`config.mk`:
```
export PLATFORM = sky130hd
export DESIGN_NAME = event_manager
export DESIGN_NICKNAME = d
export VERILOG_FILES = /design/src/design/event_manager_pkg.sv /design/src/design/event_manager.sv
export VERILOG_INCLUDE_DIRS = /design/src /design/src/design
export SDC_FILE = /design/constraint.sdc
export NUM_CORES = 1
export LEC_CHECK = 0
export ABC_AREA = 1
export BUFFER_PORTS_ARGS = -buffer_cell sky130_fd_sc_hd__buf_4
export CORE_UTILIZATION = 54
export CTS_CLUSTER_SIZE = 25
export DETAILED_ROUTE_END_ITERATION = 12
export HOLD_SLACK_MARGIN = 0.02
export PLACE_DENSITY_LB_ADDON = 0.3
export SETUP_SLACK_MARGIN = 0.15
export SLEW_MARGIN = 25
export SYNTH_ARGS = -nofsm -noshare
export SYNTH_HDL_FRONTEND = slang
export SYNTH_SLANG_ARGS = --single-unit
```
`constraint.sdc`:
```
create_clock -name ref_clk -period 2 [get_ports ref_clk]
set_input_delay 0.2 -clock ref_clk [delete_from_list [all_inputs] [get_ports ref_clk]]
set_output_delay 0.2 -clock ref_clk [all_outputs]
set_load 0.03 [all_outputs]
```
`src/design/event_manager_defs.svh`:
```
// constants for the second-level event manager: offsets, fields, resets, timing
// assumes inclusion by the top module, the monitor and the bench
//
// Summary of operation
// - all enabled events of one peripheral are ORed into its top request.
// - writing one to an enable bit enables the source, zero disables it.
// - enable bits only gate flags onto the request, never alter flags.
// - writing one to a flag bit clears it; writing zero leaves it.
// - a hardware event always sets its flag, whatever the enable bit.
// - enabling a flag that is already set raises the request at once.
// - requests to the top controller are levels held while enabled flags remain.
// - a top interrupt cannot be unpended while any feeding flag is set.
// - an event coinciding with a software clear leaves the flag set.
// - no counting or queueing; a repeat while flagged merges into one.
// - an enabled event lost on a set flag sets the peripheral's missed bit.
// - writing one to a missed bit clears it; writing zero does nothing.
// - serial controller 1 flags bits 14..0 feed top-level bit 5.
// - the non-maskable request comes only from crystal failure and watchdog.
// - crystal failure on crystal clock switches to RC clock, then raises event.
// - active watchdog unrestarted for 1.792 s raises its low-water event.
// - bus-fault causes are kept in the auxiliary fault status; several at once.
// - 8/16-bit peripheral access or unaligned 32-bit access flags bad size.
// - unprivileged write to system peripheral or protected RAM flags privilege fault.
// - access above last register in a 4 kB block or above memory flags unmapped.
// - a fault while one is recorded sets the repeat bit and raises hard fault.
// - pend set/clear drive a latch per interrupt, enable set/clear mask its output.
`ifndef EVENT_MANAGER_DEFS_SVH
`define EVENT_MANAGER_DEFS_SVH

// =====================================================================
// register byte offsets
`define OFS_SERIAL1_FLAGS 6'h00
`define OFS_SERIAL1_MASK 6'h04
`define OFS_NMI_FLAGS 6'h08
`define OFS_MISSED 6'h0C
`define OFS_FAULT_STATUS 6'h10
`define OFS_TOP_ENABLE_SET 6'h14
`define OFS_TOP_ENABLE_CLR 6'h18
`define OFS_TOP_PEND_SET 6'h1C
`define OFS_TOP_PEND_CLR 6'h20
`define OFS_CONTROL 6'h24

// =====================================================================
// field positions
`define TOP_SERIAL1_BIT 5
`define TOP_VALID_MASK 17'h1D7BC
`define NMI_CRYSTAL_BIT 0
`define NMI_WATCHDOG_BIT 1
`define FAULT_REPEAT_BIT 0
`define FAULT_UNMAPPED_BIT 1
`define FAULT_PRIVILEGE_BIT 2
`define FAULT_BAD_SIZE_BIT 3
`define CTRL_WDOG_ENABLE_BIT 0
`define CTRL_WDOG_RESTART_BIT 1
`define CTRL_CLOCK_RC_BIT 2

// =====================================================================
// reset values and timing
`define RESET_ZERO_32 32'h0000_0000
`define WDOG_LOW_WATER_US 1792000
`define CLK_PERIOD_NS 4

`endif

```
`src/design/event_manager_pkg.sv`:
```
// types shared by the event manager and its bench
// takes nothing from event_manager_defs.svh; the size codes are literal
package event_manager_pkg;
  // =====================================================================
  // width of a faulting bus access as reported by the fabric
  typedef enum logic [1:0] {
    SIZE_BYTE = 2'h0,
    SIZE_HALF = 2'h1,
    SIZE_WORD = 2'h2
  } access_size_t;
endpackage

```
`src/design/event_manager.sv`:
```
// second-level event manager: serial 1 flags and mask, missed bits, non-maskable
// sources, auxiliary fault status and the per-interrupt pend latch and mask
// assumes all inputs come from logic on ref_clk; registers behind Avalon-MM
`include "event_manager_defs.svh"

module event_manager #(
  parameter int TOP_WIDTH = 17,
  parameter int SERIAL1_WIDTH = 15,
  parameter int unsigned WDOG_CYCLES = (`WDOG_LOW_WATER_US * 1000) / `CLK_PERIOD_NS
) (
  input wire logic ref_clk,
  input wire logic srst,
  input wire logic [5:0] avs_address,
  input wire logic avs_read,
  input wire logic avs_write,
  input wire logic [31:0] avs_writedata,
  input wire logic [3:0] avs_byteenable,
  output logic [31:0] avs_readdata,
  output logic avs_waitrequest,
  input wire logic [SERIAL1_WIDTH-1:0] serial1_events,
  input wire logic [TOP_WIDTH-1:0] periph_request,
  input wire logic [TOP_WIDTH-1:0] periph_missed,
  input wire logic crystal_fail,
  output logic clock_select_rc,
  input wire logic fault_valid,
  input wire event_manager_pkg::access_size_t fault_size,
  input wire logic [1:0] fault_addr_low,
  input wire logic fault_is_apb,
  input wire logic fault_write,
  input wire logic fault_privileged,
  input wire logic fault_system_periph,
  input wire logic fault_protected_ram,
  input wire logic fault_above_last_reg,
  input wire logic fault_above_memory,
  output logic [TOP_WIDTH-1:0] top_irq,
  output logic nmi_request,
  output logic bus_fault,
  output logic hard_fault
);
  import event_manager_pkg::*;

  // reserved top bits never latch, enable or request
  localparam logic [TOP_WIDTH-1:0] TOP_VALID = TOP_WIDTH'(`TOP_VALID_MASK);

  // =====================================================================
  // bus slave: one wait state, write and read data at the acknowledging edge
  logic ack_r;
  logic [31:0] be_mask;
  logic [31:0] wr_ones;
  logic wr_hit;
  logic [31:0] rd_mux;

  assign be_mask = {{8{avs_byteenable[3]}}, {8{avs_byteenable[2]}},
                    {8{avs_byteenable[1]}}, {8{avs_byteenable[0]}}};
  assign wr_ones = avs_writedata & be_mask;
  // a write takes effect only at the edge where the master sees waitrequest low
  assign wr_hit = avs_write & ack_r;

  // one strobe per register except the top pend and enable ones, high only at the edge where a write lands
  logic hit_flags;
  logic hit_mask;
  logic hit_nmi;
  logic hit_missed;
  logic hit_fault;
  logic hit_ctrl;

  assign hit_flags = wr_hit && avs_address == `OFS_SERIAL1_FLAGS;
  assign hit_mask = wr_hit && avs_address == `OFS_SERIAL1_MASK;
  assign hit_nmi = wr_hit && avs_address == `OFS_NMI_FLAGS;
  assign hit_missed = wr_hit && avs_address == `OFS_MISSED;
  assign hit_fault = wr_hit && avs_address == `OFS_FAULT_STATUS;
  // control bits all sit in byte lane 0
  assign hit_ctrl = wr_hit && avs_address == `OFS_CONTROL && avs_byteenable[0];

  // waitrequest is low for one cycle; a request still held after it is a new one
  always_ff @(posedge ref_clk) begin
    if (srst) begin
      ack_r <= 1'b0;
    end else begin
      ack_r <= (avs_read | avs_write) & ~ack_r;
    end
  end

  always_ff @(posedge ref_clk) begin
    if (srst) begin
      avs_waitrequest <= 1'b1;
    end else begin
      avs_waitrequest <= ~((avs_read | avs_write) & ~ack_r);
    end
  end

  // =====================================================================
  // serial controller 1 flags and mask
  logic [SERIAL1_WIDTH-1:0] serial1_flags_r;
  logic [SERIAL1_WIDTH-1:0] serial1_mask_r;
  logic [SERIAL1_WIDTH-1:0] serial1_flag_clr;
  logic serial1_req;
  logic serial1_lost;

  assign serial1_flag_clr = hit_flags ? wr_ones[SERIAL1_WIDTH-1:0] : '0;

  always_ff @(posedge ref_clk) begin
    if (srst) begin
      serial1_flags_r <= '0;
    end else begin
      // event set wins over a same-cycle clear
      serial1_flags_r <= (serial1_flags_r & ~serial1_flag_clr) | serial1_events;
    end
  end

  always_ff @(posedge ref_clk) begin
    if (srst) begin
      serial1_mask_r <= '0;
    end else if (hit_mask) begin
      // ones enable, zeros disable, per written byte lane
      serial1_mask_r <= (serial1_mask_r & ~be_mask[SERIAL1_WIDTH-1:0]) |
                        wr_ones[SERIAL1_WIDTH-1:0];
    end
  end

  // mask only gates; a flag already set shows as soon as it is enabled
  assign serial1_req = |(serial1_flags_r & serial1_mask_r);
  // nothing is counted: a repeat on a set, enabled flag is merged and noted
  assign serial1_lost = |(serial1_events & serial1_flags_r & serial1_mask_r);

  // =====================================================================
  // missed-event bits per top-level peripheral
  logic [TOP_WIDTH-1:0] missed_r;
  logic [TOP_WIDTH-1:0] missed_set;
  logic [TOP_WIDTH-1:0] missed_clr;

  always_comb begin
    // other peripherals judge their own losses; serial 1 is judged here
    missed_set = periph_missed;
    missed_set[`TOP_SERIAL1_BIT] = periph_missed[`TOP_SERIAL1_BIT] | serial1_lost;
    missed_set = missed_set & TOP_VALID;
  end

  assign missed_clr = hit_missed ? wr_ones[TOP_WIDTH-1:0] : '0;

  always_ff @(posedge ref_clk) begin
    if (srst) begin
      missed_r <= '0;
    end else begin
      missed_r <= (missed_r & ~missed_clr) | missed_set;
    end
  end

  // =====================================================================
  // crystal failure: switch to the RC clock first, raise the event after
  logic xtal_switched_r;

  always_ff @(posedge ref_clk) begin
    if (srst) begin
      clock_select_rc <= 1'b0;
    end else if (!clock_select_rc && crystal_fail) begin
      clock_select_rc <= 1'b1;
    end else if (hit_ctrl && !avs_writedata[`CTRL_CLOCK_RC_BIT] && !crystal_fail) begin
      // software may return to the crystal only once it runs again
      clock_select_rc <= 1'b0;
    end
  end

  always_ff @(posedge ref_clk) begin
    if (srst) begin
      xtal_switched_r <= 1'b0;
    end else begin
      // set at the same edge as the switch, so the flag lands one edge after it
      xtal_switched_r <= !clock_select_rc && crystal_fail;
    end
  end

  // =====================================================================
  // watchdog low-water counter
  // the flag lands exactly WDOG_CYCLES edges after enable or restart
  localparam logic [28:0] WDOG_LIMIT = 29'(WDOG_CYCLES);
  logic wdog_enable_r;
  logic [28:0] wdog_cnt_r;
  logic wdog_restart;
  logic wdog_event;

  assign wdog_restart = hit_ctrl && avs_writedata[`CTRL_WDOG_RESTART_BIT];

  always_ff @(posedge ref_clk) begin
    if (srst) begin
      wdog_enable_r <= 1'b0;
    end else if (hit_ctrl) begin
      wdog_enable_r <= avs_writedata[`CTRL_WDOG_ENABLE_BIT];
    end
  end

  // the counter halts at the limit so the event fires once per expiry
  always_ff @(posedge ref_clk) begin
    if (srst) begin
      wdog_cnt_r <= '0;
    end else if (!wdog_enable_r || wdog_restart) begin
      wdog_cnt_r <= '0;
    end else if (wdog_cnt_r != WDOG_LIMIT) begin
      wdog_cnt_r <= wdog_cnt_r + 29'h1;
    end
  end

  assign wdog_event = wdog_enable_r && !wdog_restart &&
                      wdog_cnt_r == WDOG_LIMIT - 29'h1;

  // =====================================================================
  // non-maskable flags: exactly two sources, no mask
  logic [1:0] nmi_flags_r;
  logic [1:0] nmi_set;
  logic [1:0] nmi_clr;

  always_comb begin
    nmi_set = 2'h0;
    nmi_set[`NMI_CRYSTAL_BIT] = xtal_switched_r;
    nmi_set[`NMI_WATCHDOG_BIT] = wdog_event;
  end

  assign nmi_clr = hit_nmi ? wr_ones[1:0] : 2'h0;

  always_ff @(posedge ref_clk) begin
    if (srst) begin
      nmi_flags_r <= 2'h0;
    end else begin
      nmi_flags_r <= (nmi_flags_r & ~nmi_clr) | nmi_set;
    end
  end

  always_ff @(posedge ref_clk) begin
    if (srst) begin
      nmi_request <= 1'b0;
    end else begin
      // no mask stands between the two flags and the request
      nmi_request <= |nmi_flags_r;
    end
  end

  // =====================================================================
  // auxiliary fault status
  logic [3:0] fault_status_r;
  logic [3:0] fault_cause;
  logic [3:0] fault_clr;
  logic fault_new;

  always_comb begin
    fault_cause = 4'h0;
    fault_cause[`FAULT_BAD_SIZE_BIT] =
      (fault_is_apb && fault_size != SIZE_WORD) ||
      (fault_size == SIZE_WORD && fault_addr_low != 2'h0);
    fault_cause[`FAULT_PRIVILEGE_BIT] = fault_write && !fault_privileged &&
      (fault_system_periph || fault_protected_ram);
    fault_cause[`FAULT_UNMAPPED_BIT] =
      (fault_is_apb && fault_above_last_reg) || fault_above_memory;
    // causes are trusted only while the fabric qualifies them
    fault_cause = fault_valid ? fault_cause : 4'h0;
  end

  assign fault_new = |fault_cause;
  assign fault_clr = hit_fault ? wr_ones[3:0] : 4'h0;

  always_ff @(posedge ref_clk) begin
    if (srst) begin
      fault_status_r <= 4'h0;
    end else begin
      // bit 0 marks a fault that met one already recorded
      // several causes of one access are kept together
      fault_status_r <= (fault_status_r & ~fault_clr) | fault_cause |
                        {3'h0, fault_new && (|fault_status_r)};
    end
  end

  // the repeat fault goes to hard fault, which preempts the bus fault
  always_ff @(posedge ref_clk) begin
    if (srst) begin
      bus_fault <= 1'b0;
      hard_fault <= 1'b0;
    end else begin
      bus_fault <= fault_new && !(|fault_status_r);
      hard_fault <= fault_new && (|fault_status_r);
    end
  end

  // =====================================================================
  // top-level pend latch and enable mask, one per interrupt
  logic [TOP_WIDTH-1:0] level_req;
  logic [TOP_WIDTH-1:0] pend_r;
  logic [TOP_WIDTH-1:0] enable_r;

  always_comb begin
    // serial 1 is the only peripheral whose flags live in this block
    level_req = periph_request;
    level_req[`TOP_SERIAL1_BIT] = periph_request[`TOP_SERIAL1_BIT] | serial1_req;
    level_req = level_req & TOP_VALID;
  end

  for (genvar i = 0; i < TOP_WIDTH; i++) begin : g_top
    logic pend_set;
    logic pend_clr;
    logic en_set;
    logic en_clr;
    // each bit keeps its own flops, so no vector is written by two processes
    logic pend_bit_r;
    logic enable_bit_r;
    logic irq_bit_r;
    assign pend_set = wr_hit && avs_address == `OFS_TOP_PEND_SET && wr_ones[i];
    assign pend_clr = wr_hit && avs_address == `OFS_TOP_PEND_CLR && wr_ones[i];
    assign en_set = wr_hit && avs_address == `OFS_TOP_ENABLE_SET && wr_ones[i];
    assign en_clr = wr_hit && avs_address == `OFS_TOP_ENABLE_CLR && wr_ones[i];

    always_ff @(posedge ref_clk) begin
      if (srst || !TOP_VALID[i]) begin
        pend_bit_r <= 1'b0;
      end else if (level_req[i] || pend_set) begin
        // a live second-level level keeps the latch from clearing
        pend_bit_r <= 1'b1;
      end else if (pend_clr) begin
        pend_bit_r <= 1'b0;
      end
    end

    // enables change only by their own set and clear writes
    always_ff @(posedge ref_clk) begin
      if (srst || !TOP_VALID[i]) begin
        enable_bit_r <= 1'b0;
      end else if (en_set) begin
        enable_bit_r <= 1'b1;
      end else if (en_clr) begin
        enable_bit_r <= 1'b0;
      end
    end

    always_ff @(posedge ref_clk) begin
      if (srst) begin
        irq_bit_r <= 1'b0;
      end else begin
        irq_bit_r <= pend_bit_r & enable_bit_r;
      end
    end

    assign pend_r[i] = pend_bit_r;
    assign enable_r[i] = enable_bit_r;
    assign top_irq[i] = irq_bit_r;
  end

  // =====================================================================
  // read mux; unmapped offsets read zero and ignore writes
  always_comb begin
    rd_mux = `RESET_ZERO_32;
    case (avs_address)
      `OFS_SERIAL1_FLAGS: rd_mux[SERIAL1_WIDTH-1:0] = serial1_flags_r;
      `OFS_SERIAL1_MASK: rd_mux[SERIAL1_WIDTH-1:0] = serial1_mask_r;
      `OFS_NMI_FLAGS: rd_mux[1:0] = nmi_flags_r;
      `OFS_MISSED: rd_mux[TOP_WIDTH-1:0] = missed_r;
      `OFS_FAULT_STATUS: rd_mux[3:0] = fault_status_r;
      `OFS_TOP_ENABLE_SET: rd_mux[TOP_WIDTH-1:0] = enable_r;
      `OFS_TOP_ENABLE_CLR: rd_mux[TOP_WIDTH-1:0] = enable_r;
      `OFS_TOP_PEND_SET: rd_mux[TOP_WIDTH-1:0] = pend_r;
      `OFS_TOP_PEND_CLR: rd_mux[TOP_WIDTH-1:0] = pend_r;
      `OFS_CONTROL: begin
        rd_mux[`CTRL_WDOG_ENABLE_BIT] = wdog_enable_r;
        rd_mux[`CTRL_CLOCK_RC_BIT] = clock_select_rc;
      end
      default: rd_mux = `RESET_ZERO_32;
    endcase
  end

  always_ff @(posedge ref_clk) begin
    if (srst) begin
      avs_readdata <= `RESET_ZERO_32;
    end else if (avs_read && !ack_r) begin
      // loaded when the request is taken, before a write of the ack edge lands
      avs_readdata <= rd_mux;
    end
  end
endmodule

```
==> results of run 1 <==
kinds of logic after synthesis:
family,Yosys count
compound gates,222
simple gates,471
xor+xnor,5
buf+inv,172
fa+ha+maj,2
flops,143
other cells,1
cell usage in the layout, fill, tap and decap left out, types with 5 or more instances in the layout:
cell                            netlist  final
sky130_fd_sc_hd__nand2_1            242    242
sky130_fd_sc_hd__dfxtp_1            143    142
sky130_fd_sc_hd__buf_4               36    132
sky130_fd_sc_hd__nor2_1             116    116
sky130_fd_sc_hd__a21oi_1            105    105
sky130_fd_sc_hd__inv_1              104    104
sky130_fd_sc_hd__o21ai_0             69     69
sky130_fd_sc_hd__nand3_1             55     55
sky130_fd_sc_hd__conb_1               1     20
sky130_fd_sc_hd__clkbuf_16            0     17
sky130_fd_sc_hd__nand4_1             14     14
sky130_fd_sc_hd__o21ai_1             13     13
sky130_fd_sc_hd__nor3_1              12     12
sky130_fd_sc_hd__o211ai_1            11     11
sky130_fd_sc_hd__o21bai_1            11     11
sky130_fd_sc_hd__nor2_2               7      7
sky130_fd_sc_hd__o22ai_1              6      6
sky130_fd_sc_hd__nand3b_1             5      5
sky130_fd_sc_hd__clkinv_2             1      5
sky130_fd_sc_hd__dlygate4sd3_1        0      5
worst max-delay path by stage:
stage                     slack, ns      startpoint        endpoint
after floorplan                0.52   wdog_cnt_r[0]  wdog_cnt_r[16]
after global placement         0.36   wdog_cnt_r[0]  wdog_cnt_r[10]
after detailed placement       0.28  avs_address[3]       flip-flop
after CTS                      0.27   wdog_cnt_r[0]  wdog_cnt_r[20]
after global routing           0.16   wdog_cnt_r[1]  wdog_cnt_r[20]
final                          0.29   wdog_cnt_r[1]  wdog_cnt_r[10]
per-layer routing:
| metal | GRT usage (%) | vias up | wire length, microns |
|---|---|---|---|
| li1 | - | 3478 | - |
| met1 | 37.2 | 3256 | 8000 |
| met2 | 53.1 | 312 | 9820 |
| met3 | 6.17 | 54 | 1460 |
| met4 | 13.2 | 0 | 546 |
| met5 | 0 | - | 0 |
repair_timing:
item | CTS | global route
buffers inserted | 0 | 0
setup endpoints to repair | 0 | 6
hold endpoints to repair | 5 | 0
gates resized for setup | 0 | 1
hold buffers | 5 | 0
critical path, stage by stage, from the launching register on:
cell and delay, ns:
sky130_fd_sc_hd__dfxtp_1 0.43, sky130_fd_sc_hd__ha_1 0.27, sky130_fd_sc_hd__nand3_2 0.15, sky130_fd_sc_hd__nor3_4 0.20
sky130_fd_sc_hd__inv_1 0.11, sky130_fd_sc_hd__nor2_2 0.20, sky130_fd_sc_hd__xor2_1 0.18, sky130_fd_sc_hd__inv_1 0.05
sky130_fd_sc_hd__nor2_1 0.07
area by class of cell:
cell class,instances,area [sq um]
Fill cell,1130,4070
Inverter,107,403
Sequential cell,143,2860
Clock inverter,12,108
Tap cell,172,215
Multi-Input combinational cell,720,3350
Timing Repair Buffer,140,1100
Clock buffer,20,457
where the power goes:
group	switching, W	leakage [nW]	total, W	internal (W)
sequential	0.0000548	1.17	0.00300	0.00294
combinational	0.000388	2.16	0.000626	0.000238
clock	0.00126	0.273	0.00304	0.00178
metrics by stage:
stage	std cells	utilization, %	power (W)
after floorplan	1035	-	0.00341
after global placement	1277	62.7	0.00365
after detailed placement	1277	62.7	0.00366
after CTS	1314	67.6	0.00667
after global routing	1314	67.6	0.00687
final	1314	67.6	0.00666
==> run summary, run 1 <==
The weighted congestion reported at the end of routability-driven placement came out at 0.897. The final hold slack came out at 0.0334 ns. In this run the critical register-to-register path is captured at wdog_cnt_r[10].

The overall routing resource usage came out at 30.8%. The tightest min-delay check is of the in -> reg type. The iteration count of the initial detailed-routing pass is 5. The final setup TNS came out at 0 ns. The mean number of vias per cell is 5.40. The startpoint identified for the worst register-to-register timing path is wdog_cnt_r[1]. The number of port buffers came out at 115. The number of global-route vias before repair is 6587. The number of stages on the worst hold path came out at 3. The repair_antennas step left the layout with diodes totalling 0. The floorplan step defined a core boundary enclosing 12600 sq um. The later-pin clock latency in the skew report is 0.43 ns. The final setup skew came out at 0.00951 ns. The final number of max-transition violations came to 0. The post-detailed-placement half-perimeter wirelength came out at 14100 microns. The final hold violation count came out at 0. The synthesized area per cell came out at 6.83 sq um.

At the worst endpoint, the arrival time is around 2.1 ns. The first global-routing pass estimated 31600 microns of wire. The global route total overflow is 0. In this run the core area contains 41 standard-cell rows. The maximum resistive drop on vdd is 611 uV. The distinct cell type count of the synthesized netlist came out at 36. The setup slack of the critical path after layout came out at 0.290 ns.

Once placement finished, the instance area stood at slightly below 8000 sq um. The final count of negative-setup-slack endpoints is 0. The worst-case clock buffer depth came out at 2. The required time at the endpoint of the critical path came out at approximately 2.4 ns. The flop and latch count out of synthesis came out at 143. The number of top-level pins is 162. TritonCTS built the clock tree.

The detailed-route wire length came out at about 20000 microns. Counting flops with an async set or reset pin after synthesis yields a share of 0%. Setup repair after global routing left no endpoint under its margin. From synthesis to final layout, the design area changed by 22.5%. The total number of clock tree sinks came out at approximately 140. The worst hold path begins at periph_missed[10]. The iteration-0 DRC count of the detailed router is 619.

The mux cell area share after synthesis came out at 0%. The TritonCTS buffer count came out at 17. The worst setup path is launched from a flip-flop. The xor-xnor portion of the synthesized cell area is 0.631%. The biggest area contributor in the post-synthesis netlist is sky130_fd_sc_hd__dfxtp_1.

The kind of capture point of the worst setup path is a flip-flop. Cells with a size suffix above 1 make up 17.0% of the layout. The number of cell instances on the worst register-to-register path is 8. The chip width is approximately 120 microns. The share of the clock period used by the worst path after layout is 85.5%. The fraction of the mapped netlist area in compound gates is 17.2%. For this run, the leading register cell type out of synthesis is sky130_fd_sc_hd__dfxtp_1. The DRC violation count after routing is 0. The area of the die is ~13000 sq um. Of the synthesized area, sequential elements account for 41.3%. The arithmetic-cell share of the synthesized area counting full adders, half adders and majority gates is 0.361%. The clock transition at the registers of the reported paths is 0.07 ns. The detail-routed net length per standard cell came out at 15.1 microns. The measured slew at the worst slew-check pin is 0.525 ns. The flow ran to the end, and the final reports show no timing, DRC or antenna violations.

The area share of the largest cell type after synthesis is 41.3%. By startpoint and endpoint, the worst setup path is classified as reg -> reg. The count of flip-flops with a built-in enable after synthesis came out at 0.

Clock tree synthesis selected as its root buffer the cell sky130_fd_sc_hd__clkbuf_16. The pre-CTS setup slack is 0.280 ns. For this block, the via count after detailed routing is 7100. The number of levels the H-tree was split into is 4. The analysis attributes to cell leakage a power of 3.61 nW. The floorplan step set the die height to 115 microns.

By count the netlist is led by sky130_fd_sc_hd__nand2_1 (242), sky130_fd_sc_hd__dfxtp_1 (143), sky130_fd_sc_hd__nor2_1 (116). The cell area after synthesis came out at 6940 sq um. For hold timing, the worst endpoint is missed_r[10]. The minimum clock period came out at 1.71 ns. The pin count of the biggest net entering global routing is 47.

The total of max-cap violations is 0. The starting density of the core is a little under three fifths. Measured against its own limit, the worst slew margin works out to between 60% and 70%. After synthesis, the largest family of logic cells by area is simple AND/OR/NAND/NOR gates. The simple-gate portion of the synthesized area came out at just under 30%. The post-synthesis cell count came out at a little over 1000. The final antenna-violating net count came out at 0. The power per standard cell area is slightly below 800 nW/um^2. Yosys printed 0 warnings.

The worst-path maximum fanout is 5. The finished cells cover 8500 sq um. In the post-synthesis netlist, the biggest area contributors are sky130_fd_sc_hd__dfxtp_1 (41%), sky130_fd_sc_hd__nand2_1 (13%), sky130_fd_sc_hd__a21oi_1 (7.6%), sky130_fd_sc_hd__nor2_1 (6.3%), sky130_fd_sc_hd__inv_1 (5.6%). Among all cell types in the netlist, the one instantiated most often is sky130_fd_sc_hd__nand2_1. At the end of the flow, the number of nets in the layout was 1239.

The number of antenna violations at the first check in global routing is 0. The setup check on the worst reg-to-reg path leaves a slack of 0.29 ns. Timing would allow up to 585 MHz.
Power figures use the tool's default switching activity.
==> run 2: changes to the inputs <==
--- a/config.mk
+++ b/config.mk
@@ -13,7 +13,8 @@
 export DETAILED_ROUTE_END_ITERATION = 12
 export HOLD_SLACK_MARGIN = 0.02
 export PLACE_DENSITY_LB_ADDON = 0.3
-export SETUP_SLACK_MARGIN = 0.15
+export REMOVE_ABC_BUFFERS = 1
+export SETUP_SLACK_MARGIN = 0.05
 export SLEW_MARGIN = 25
 export SYNTH_ARGS = -nofsm -noshare
 export SYNTH_HDL_FRONTEND = slang
==> constraint.sdc (replaced) <==
create_clock -name ref_clk -period 1.75 [get_ports ref_clk]
set_input_delay 0.175 -clock ref_clk [delete_from_list [all_inputs] [get_ports ref_clk]]
set_output_delay 0.175 -clock ref_clk [all_outputs]
set_load 0.03 [all_outputs]
==> run 2 against run 1 <==
Effect of this change:
- worst hold slack got worse by 0.0035 ns
- cell count increased by 0.99%
- design area increased by 2.5%
- register-to-register slack got worse by 0.14 ns
- clock-buffer cell count increased by 3
- non-clock buffer count increased by 13
- global-route usage decreased by 0.69 points
- largest power group unchanged
- core utilization increased by 1.7 points
- routed wire length decreased by 0.97%
- sequential power increased by 14%
- total power increased by 22%
- combinational power increased by 17%
==> run summary, run 2 (synthesized netlist as in run 1, its figures left out) <==
In this run the most critical hold path is launched from srst. The number of antenna violations at the first check in global routing was 0 (unchanged). The TritonCTS buffer count came out at 17 (unchanged). Setup repair after global routing left no endpoint under its margin.

The worst-case clock buffer depth came out at 2 (unchanged). The register-to-register setup slack is 0.15 ns (-0.14 ns). The net count reported at finish came out at 1252 (+1.0%). The overall routing resource usage is 30.1% (-0.69 points). The antenna cell count came out at 0 (unchanged). Leaving out fill and tap cells, the most frequent cells in the layout are sky130_fd_sc_hd__nand2_1 (241), sky130_fd_sc_hd__dfxtp_1 (142), sky130_fd_sc_hd__buf_4 (137), sky130_fd_sc_hd__nor2_1 (116), sky130_fd_sc_hd__a21oi_1 (105). TritonCTS built the clock tree. The root buffer cell chosen for the clock tree is sky130_fd_sc_hd__clkbuf_16. The total number of vias came out at 7090 (-0.14%). The worst hold path belongs to the class in -> reg.

The final hold violation count came out at 0 (unchanged). The starting density of the core came to 55.2% (unchanged). The leakage power came to 3.71 nW (+2.8%). The chip width came out at 115 microns (unchanged).

The number of port buffers came to 115 (unchanged). The final count of negative-setup-slack endpoints was 0 (unchanged). The final number of max-transition violations came to 0 (unchanged).

The kind of capture point of the worst setup path is a flip-flop. The total of max-cap violations came out at 0 (unchanged). The overall power was 0.00811 W (+22%). By startpoint and endpoint, the worst setup path is classified as reg -> reg. The number of global-route vias before repair is 6437 (-2.3%). The detailed-route wire length came out at 19600 microns (-0.97%). The run finished with clean final reports. The startpoint of the lowest-slack register-to-register path is wdog_cnt_r[0]. The worst register-to-register path ends at wdog_cnt_r[18]. The final antenna-violating net count is 0 (unchanged). The DRC violation count after routing is 0 (unchanged). The net switching component of the power is 0.00188 W (+11%). The required time at the endpoint of the critical path was 2.10 ns (-0.26 ns). The iteration-0 DRC count of the detailed router is 703 (+14%). The weighted congestion reported at the end of routability-driven placement came out at 0.954 (+6.4%). The global-route wire length before repair came out at 30500 microns (-3.5%). The post-detailed-placement half-perimeter wirelength came to 13400 microns (-5.1%). The proportion of power drawn by flip-flops and latches is 42.2% (-2.8 points).

The number of levels the H-tree was split into is 4 (unchanged). The placement row count came out at 41 (unchanged). The share of the clock period used by the worst path after layout came out at 91.7% (+6.2 points). The internal power is 0.00622 W (+26%). The share of layout cells above drive strength 1 came to 17.4% (+0.41 points). The pin count of the biggest net entering global routing is 82 (+74%). The global route total overflow came out at 0 (unchanged). The number of stages on the worst hold path came out at 2 (-1). The highest attainable clock frequency came out at 623 MHz (+6.6%). The worst setup path is launched from a flip-flop. The minimum clock period is 1.60 ns (-0.105 ns). The vertical extent of the die came out at 115 microns (unchanged). The worst-path maximum fanout is 5 (unchanged).

The final setup skew came to 0.00916 ns (-0.000351 ns). The clock transition at the registers of the reported paths came out at 0.06 ns (about the same). The count of fill cells added during filler insertion is 1049 (-7.2%). The final hold slack is 0.0299 ns (-0.00347 ns). The number of top-level pins came out at 162 (unchanged). The switching share of total power was 23.2% (-2.3 points). The maximum resistive drop on vdd was 784 uV (+28%). The end point of the worst hold path is avs_readdata[13]. The power per standard cell area came to 930 nW/um^2 (+19%). Leaving out fill and tap cells, the most frequent cell in the layout is sky130_fd_sc_hd__nand2_1. The combinational power share came out at 9.0% (-0.4 points). The number of cell instances on the worst register-to-register path is 7 (-1).

The later-pin clock latency in the skew report was 0.43 ns (about the same). The placeable core region came out at 12600 sq um (unchanged). The arrival time at the worst endpoint is 1.96 ns (-0.11 ns). The final setup TNS is 0 ns (unchanged). Relative to the synthesized area, the layout overhead comes to 25.6%. The total number of clock tree sinks came out at 143 (unchanged). The detail-routed net length per standard cell is 14.8 microns (-1.9%). The area of the die came out at 13300 sq um (unchanged). The mean number of vias per cell is 5.34 (-1.1%).

The iteration count of the initial detailed-routing pass came out at 5 (unchanged). The clock share of power is 48.7% (+3.1 points).
## run 2: changes by cell type in the layout (fill, tap and decap cells not counted), moves of 2 or more
cell | before | now
sky130_fd_sc_hd__dlygate4sd3_1 | 5 | 14
sky130_fd_sc_hd__bufinv_16 | 1 | 4
sky130_fd_sc_hd__clkinv_2 | 5 | 3
sky130_fd_sc_hd__buf_4 | 132 | 137
sky130_fd_sc_hd__clkbuf_8 | 2 | 5
sky130_fd_sc_hd__inv_6 | 3 | 0
## run 2: how the worst max path moves through the flow
stage / start / end / slack, ns
floorplan: ack_r / wdog_cnt_r[10] / 0.18
global placement: avs_address[0] / flip-flop / 0.16
detailed placement: wdog_cnt_r[1] / wdog_cnt_r[20] / 0.13
CTS: wdog_cnt_r[1] / wdog_cnt_r[18] / 0.09
global route: wdog_cnt_r[0] / nmi_flags_r[1] / 0.008
finish: wdog_cnt_r[0] / wdog_cnt_r[18] / 0.15
## run 2: metrics by stage
| step | setup slack, ns | utilization (%) | instance area (sq um) | cells |
|---|---|---|---|---|
| floorplan | 0.179 | - | 6620 | 970 |
| global placement | 0.163 | 62.8 | 7900 | 1280 |
| detailed placement | 0.128 | 62.8 | 7900 | 1280 |
| CTS | 0.0946 | 69.1 | 8690 | 1326 |
| global route | 0.00795 | 69.4 | 8720 | 1327 |
| finish | 0.145 | 69.4 | 8720 | 1327 |
## run 2: what timing repair did
action,CTS,global route
resized for setup,0,5
setup endpoints to repair,0,9
hold endpoints to repair,15,0
setup buffers,0,1
hold buffers,14,0
## run 2: layout make-up
type                       instances  area, sq um  area share, %
multi-input combinational        720         3370           38.7
sequential                       143         2860           32.9
clock buffer                      23          498           5.71
timing repair buffer             153         1210           13.9
inverter                         107          403           4.62
clock inverter                     9          154           1.77
tap                              172          215           2.47
## run 2: routing by layer
layer / GRT usage (%) / vias up / part of all wire (%) / wire length (microns)
met2: 50.2 / 334 / 47 / 9320
met4: 14.1 / 0 / 2.8 / 552
met3: 7.06 / 57 / 8.0 / 1570
met5: 0 / - / 0 / 0
met1: 36.8 / 3183 / 42 / 8190
li1: - / 3516 / - / -
## run 2: critical path: stages, from the launching register on
cell	delay, ns
sky130_fd_sc_hd__dfxtp_1	0.39
sky130_fd_sc_hd__ha_4	0.18
sky130_fd_sc_hd__nand3_2	0.13
sky130_fd_sc_hd__nor3_4	0.28
sky130_fd_sc_hd__nand2_2	0.12
sky130_fd_sc_hd__nor2_4	0.19
sky130_fd_sc_hd__nand3_1	0.09
sky130_fd_sc_hd__a21oi_1	0.16
## run 2: power groups by stage
stage	Clock, W	Combinational, W	Sequential [W]
2_1_floorplan	0	0.000292	0.00354
3_3_place_gp	0	0.000684	0.00349
3_5_place_dp	0	0.000693	0.00349
4_1_cts	0.00399	0.000725	0.00342
5_1_grt	0.00414	0.000796	0.00344
6_report	0.00395	0.000731	0.00343
==> run 3: changes to the inputs <==
--- a/config.mk
+++ b/config.mk
@@ -8,12 +8,11 @@
 export LEC_CHECK = 0
 export ABC_AREA = 1
 export BUFFER_PORTS_ARGS = -buffer_cell sky130_fd_sc_hd__buf_4
-export CORE_UTILIZATION = 54
+export CORE_UTILIZATION = 36
 export CTS_CLUSTER_SIZE = 25
 export DETAILED_ROUTE_END_ITERATION = 12
 export HOLD_SLACK_MARGIN = 0.02
 export PLACE_DENSITY_LB_ADDON = 0.3
-export REMOVE_ABC_BUFFERS = 1
 export SETUP_SLACK_MARGIN = 0.05
 export SLEW_MARGIN = 25
 export SYNTH_ARGS = -nofsm -noshare
==> run 3 against run 2 <==
Effect of this change:
- clock-buffer cell count down 5
- worst hold slack improved by 0.0083 ns
- largest cell class unchanged
- via count shrank 3.1%
- clock skew up 0.00078 ns
- global-route usage fell by 8.5 points
==> run summary, run 3 (synthesized netlist as in run 1, its figures left out) <==
The run finished with clean final reports. The startpoint of the lowest-slack register-to-register path is wdog_cnt_r[2]. The pin count of the biggest net entering global routing came out at 92 (+12%). The final antenna-violating net count is 0 (unchanged). The iteration count of the initial detailed-routing pass came out at 5 (unchanged). The placeable core region is 18800 sq um (+49%).

The overall routing resource usage is 21.6% (-8.5 points). The starting density of the core is 37.0% (-18 points). TritonCTS built the clock tree. The required time at the endpoint of the critical path came to 2.10 ns (about the same). The chip width came out at 141 microns (+22%). The net count reported at finish came out at 1254 (+0.16%). The share of layout cells above drive strength 1 was 17.7% (+0.32 points). The library cell used most frequently in the layout, excluding fill and tap cells, is sky130_fd_sc_hd__nand2_1.

The final setup TNS is 0 ns (unchanged). The area of the die came out at 19800 sq um (+49%). The slowest stage of the critical path belongs to the cell sky130_fd_sc_hd__dfxtp_1.

The clock transition at the registers of the reported paths was 0.07 ns (about the same). In this run the critical register-to-register path is captured at wdog_cnt_r[13]. The detail-routed net length per standard cell is 15.0 microns (+1.7%). The category of the worst setup path launch point is a flip-flop.

The placement row count was 50 (+22%). The antenna cell count is 0 (unchanged). The count of fill cells added during filler insertion came to 1935 (+84%). The number of port buffers is 115 (unchanged). The number of cell instances on the worst register-to-register path is 7 (unchanged). The final number of max-transition violations came out at 0 (unchanged). The critical path goes through nand3_2 -> nor2_4 -> nand2_2 -> nor2_4 -> nand2_1 -> or2_0 -> a21oi_1. The number of levels the H-tree was split into came out at 4 (unchanged). The worst hold path begins at avs_writedata[6]. The most numerous cell type found on the critical path is sky130_fd_sc_hd__nor2_4. The setup slack of the critical path after layout came out at 0.209 ns (+0.0632 ns). The number of stages on the worst hold path came out at 3 (+1). STA classifies the critical path endpoint as a flip-flop. The setup path with the least slack is of type reg -> reg. The maximum cell stage delay along the critical path is 0.48 ns (+0.09 ns). The pre-CTS setup slack is 0.135 ns (+0.00729 ns). The number of post-CTS setup repair buffers is 0 (unchanged). The minimum clock period came out at 1.54 ns (-0.0632 ns). The weighted congestion reported at the end of routability-driven placement came out at 0.875 (-8.3%).

The global-route wire length before repair came out at 33300 microns (+9.0%). The path class of the tightest hold or removal check is in -> reg. The tree is rooted in a sky130_fd_sc_hd__clkbuf_16.

The mean number of vias per cell was 4.94 (-7.5%). The final non-filler cell area is 8830 sq um (+1.2%). The share of the clock period used by the worst path after layout came out at 88.1% (-3.6 points). The top cell types in the final layout, fill and taps aside, are sky130_fd_sc_hd__nand2_1 (242), sky130_fd_sc_hd__dfxtp_1 (142), sky130_fd_sc_hd__buf_4 (137), sky130_fd_sc_hd__nor2_1 (115), sky130_fd_sc_hd__a21oi_1 (105). The final hold violation count came to 0 (unchanged). The total number of clock tree sinks came out at 143 (unchanged). The number of global-route vias before repair is 6541 (+1.6%). The area of combinational cells with multiple inputs was 3370 sq um (-0.15%). The final setup skew is 0.00994 ns (+0.000782 ns).

The leakage power came out at 3.73 nW (+0.53%). The overall power is 0.00808 W (-0.31%). The vertical extent of the die was 141 microns (+22%).

The flip-flop and latch area came out at 2860 sq um (unchanged). The arrival time at the worst endpoint came out at 1.90 ns (-0.06 ns). The TritonCTS buffer count came out at 17 (unchanged).

The number of top-level pins is 162 (unchanged). The iteration-0 DRC count of the detailed router came out at 485 (-31%). The global route total overflow is 0 (unchanged). The area growth from synthesis to layout came out at 27.2%.

The total number of vias is 6871 (-3.1%). The highest attainable clock frequency is 649 MHz (+4.1%). The power per standard cell area came out at 916 nW/um^2 (-1.5%). The worst-case clock buffer depth came out at 2 (unchanged).

The DRC violation count after routing came out at 0 (unchanged). The post-detailed-placement half-perimeter wirelength came out at 14700 microns (+9.7%). The later-pin clock latency in the skew report is 0.42 ns (about the same). The worst-path maximum fanout is 7 (+2). The detailed-route wire length is 20900 microns (+6.6%). Setup repair after global routing left no endpoint under its margin. The register-to-register setup slack came to 0.21 ns (+0.06 ns). The final count of negative-setup-slack endpoints is 0 (unchanged).

The number of antenna violations at the first check in global routing is 0 (unchanged). The maximum resistive drop on vdd is 684 uV (-13%). The total of max-cap violations came out at 0 (unchanged). The total placed instance area is 8040 sq um (+1.8%).
==> run 3: cell type report <==
type / count / share of cell area [%]
inverter: 107 / 4.59
multi-input combinational: 720 / 38.2
clock inverter: 14 / 2.23
timing repair buffer: 155 / 14.3
sequential: 143 / 32.4
clock buffer: 18 / 4.98
tap: 234 / 3.32
==> run 3: metrics by stage <==
stage	utilization (%)	hold WS (ns)	cells
after detailed placement	42.8	0.429	1346
after global placement	42.8	0.424	1346
after CTS	46.9	0.0244	1391
after global routing	47.0	0.0249	1391
after floorplan	-	0.308	1035
final	47.0	0.0382	1391
==> run 3: how the worst max path moves through the flow <==
stage	start	endpoint	slack [ns]
detailed placement	wdog_cnt_r[1]	wdog_cnt_r[10]	0.14
floorplan	wdog_cnt_r[0]	wdog_cnt_r[16]	0.27
global route	ack_r	g_top[5].pend_bit_r	0.06
CTS	wdog_cnt_r[1]	wdog_cnt_r[18]	0.12
global placement	wdog_cnt_r[1]	wdog_cnt_r[16]	0.16
finish	wdog_cnt_r[2]	wdog_cnt_r[13]	0.21
==> run 3: critical path: cells and delay by family, from the launching register on <==
kind / cells / cell delay, ns
and+or+nand+nor: 6 / 0.88
DFF: 1 / 0.48
AOI/OAI and AO/OA: 1 / 0.11
==> run 3: routing by layer <==
| metal | global-route usage [%] | wire [microns] |
|---|---|---|
| met5 | 0 | 0 |
| met4 | 7.95 | 534 |
| met3 | 4.31 | 1120 |
| met2 | 38.5 | 10400 |
| met1 | 25.6 | 8890 |
==> run 3: report_power, final <==
group | internal, W | switching, W
logic | 0.000292 | 0.000448
registers | 0.00336 | 0.0000643
clock network | 0.00234 | 0.00158
==> run 3: repair_timing <==
action	CTS	global route
hold buffers	13	0
endpoints found under the setup margin	0	12
hold endpoints to repair	14	0
resized for setup	0	6
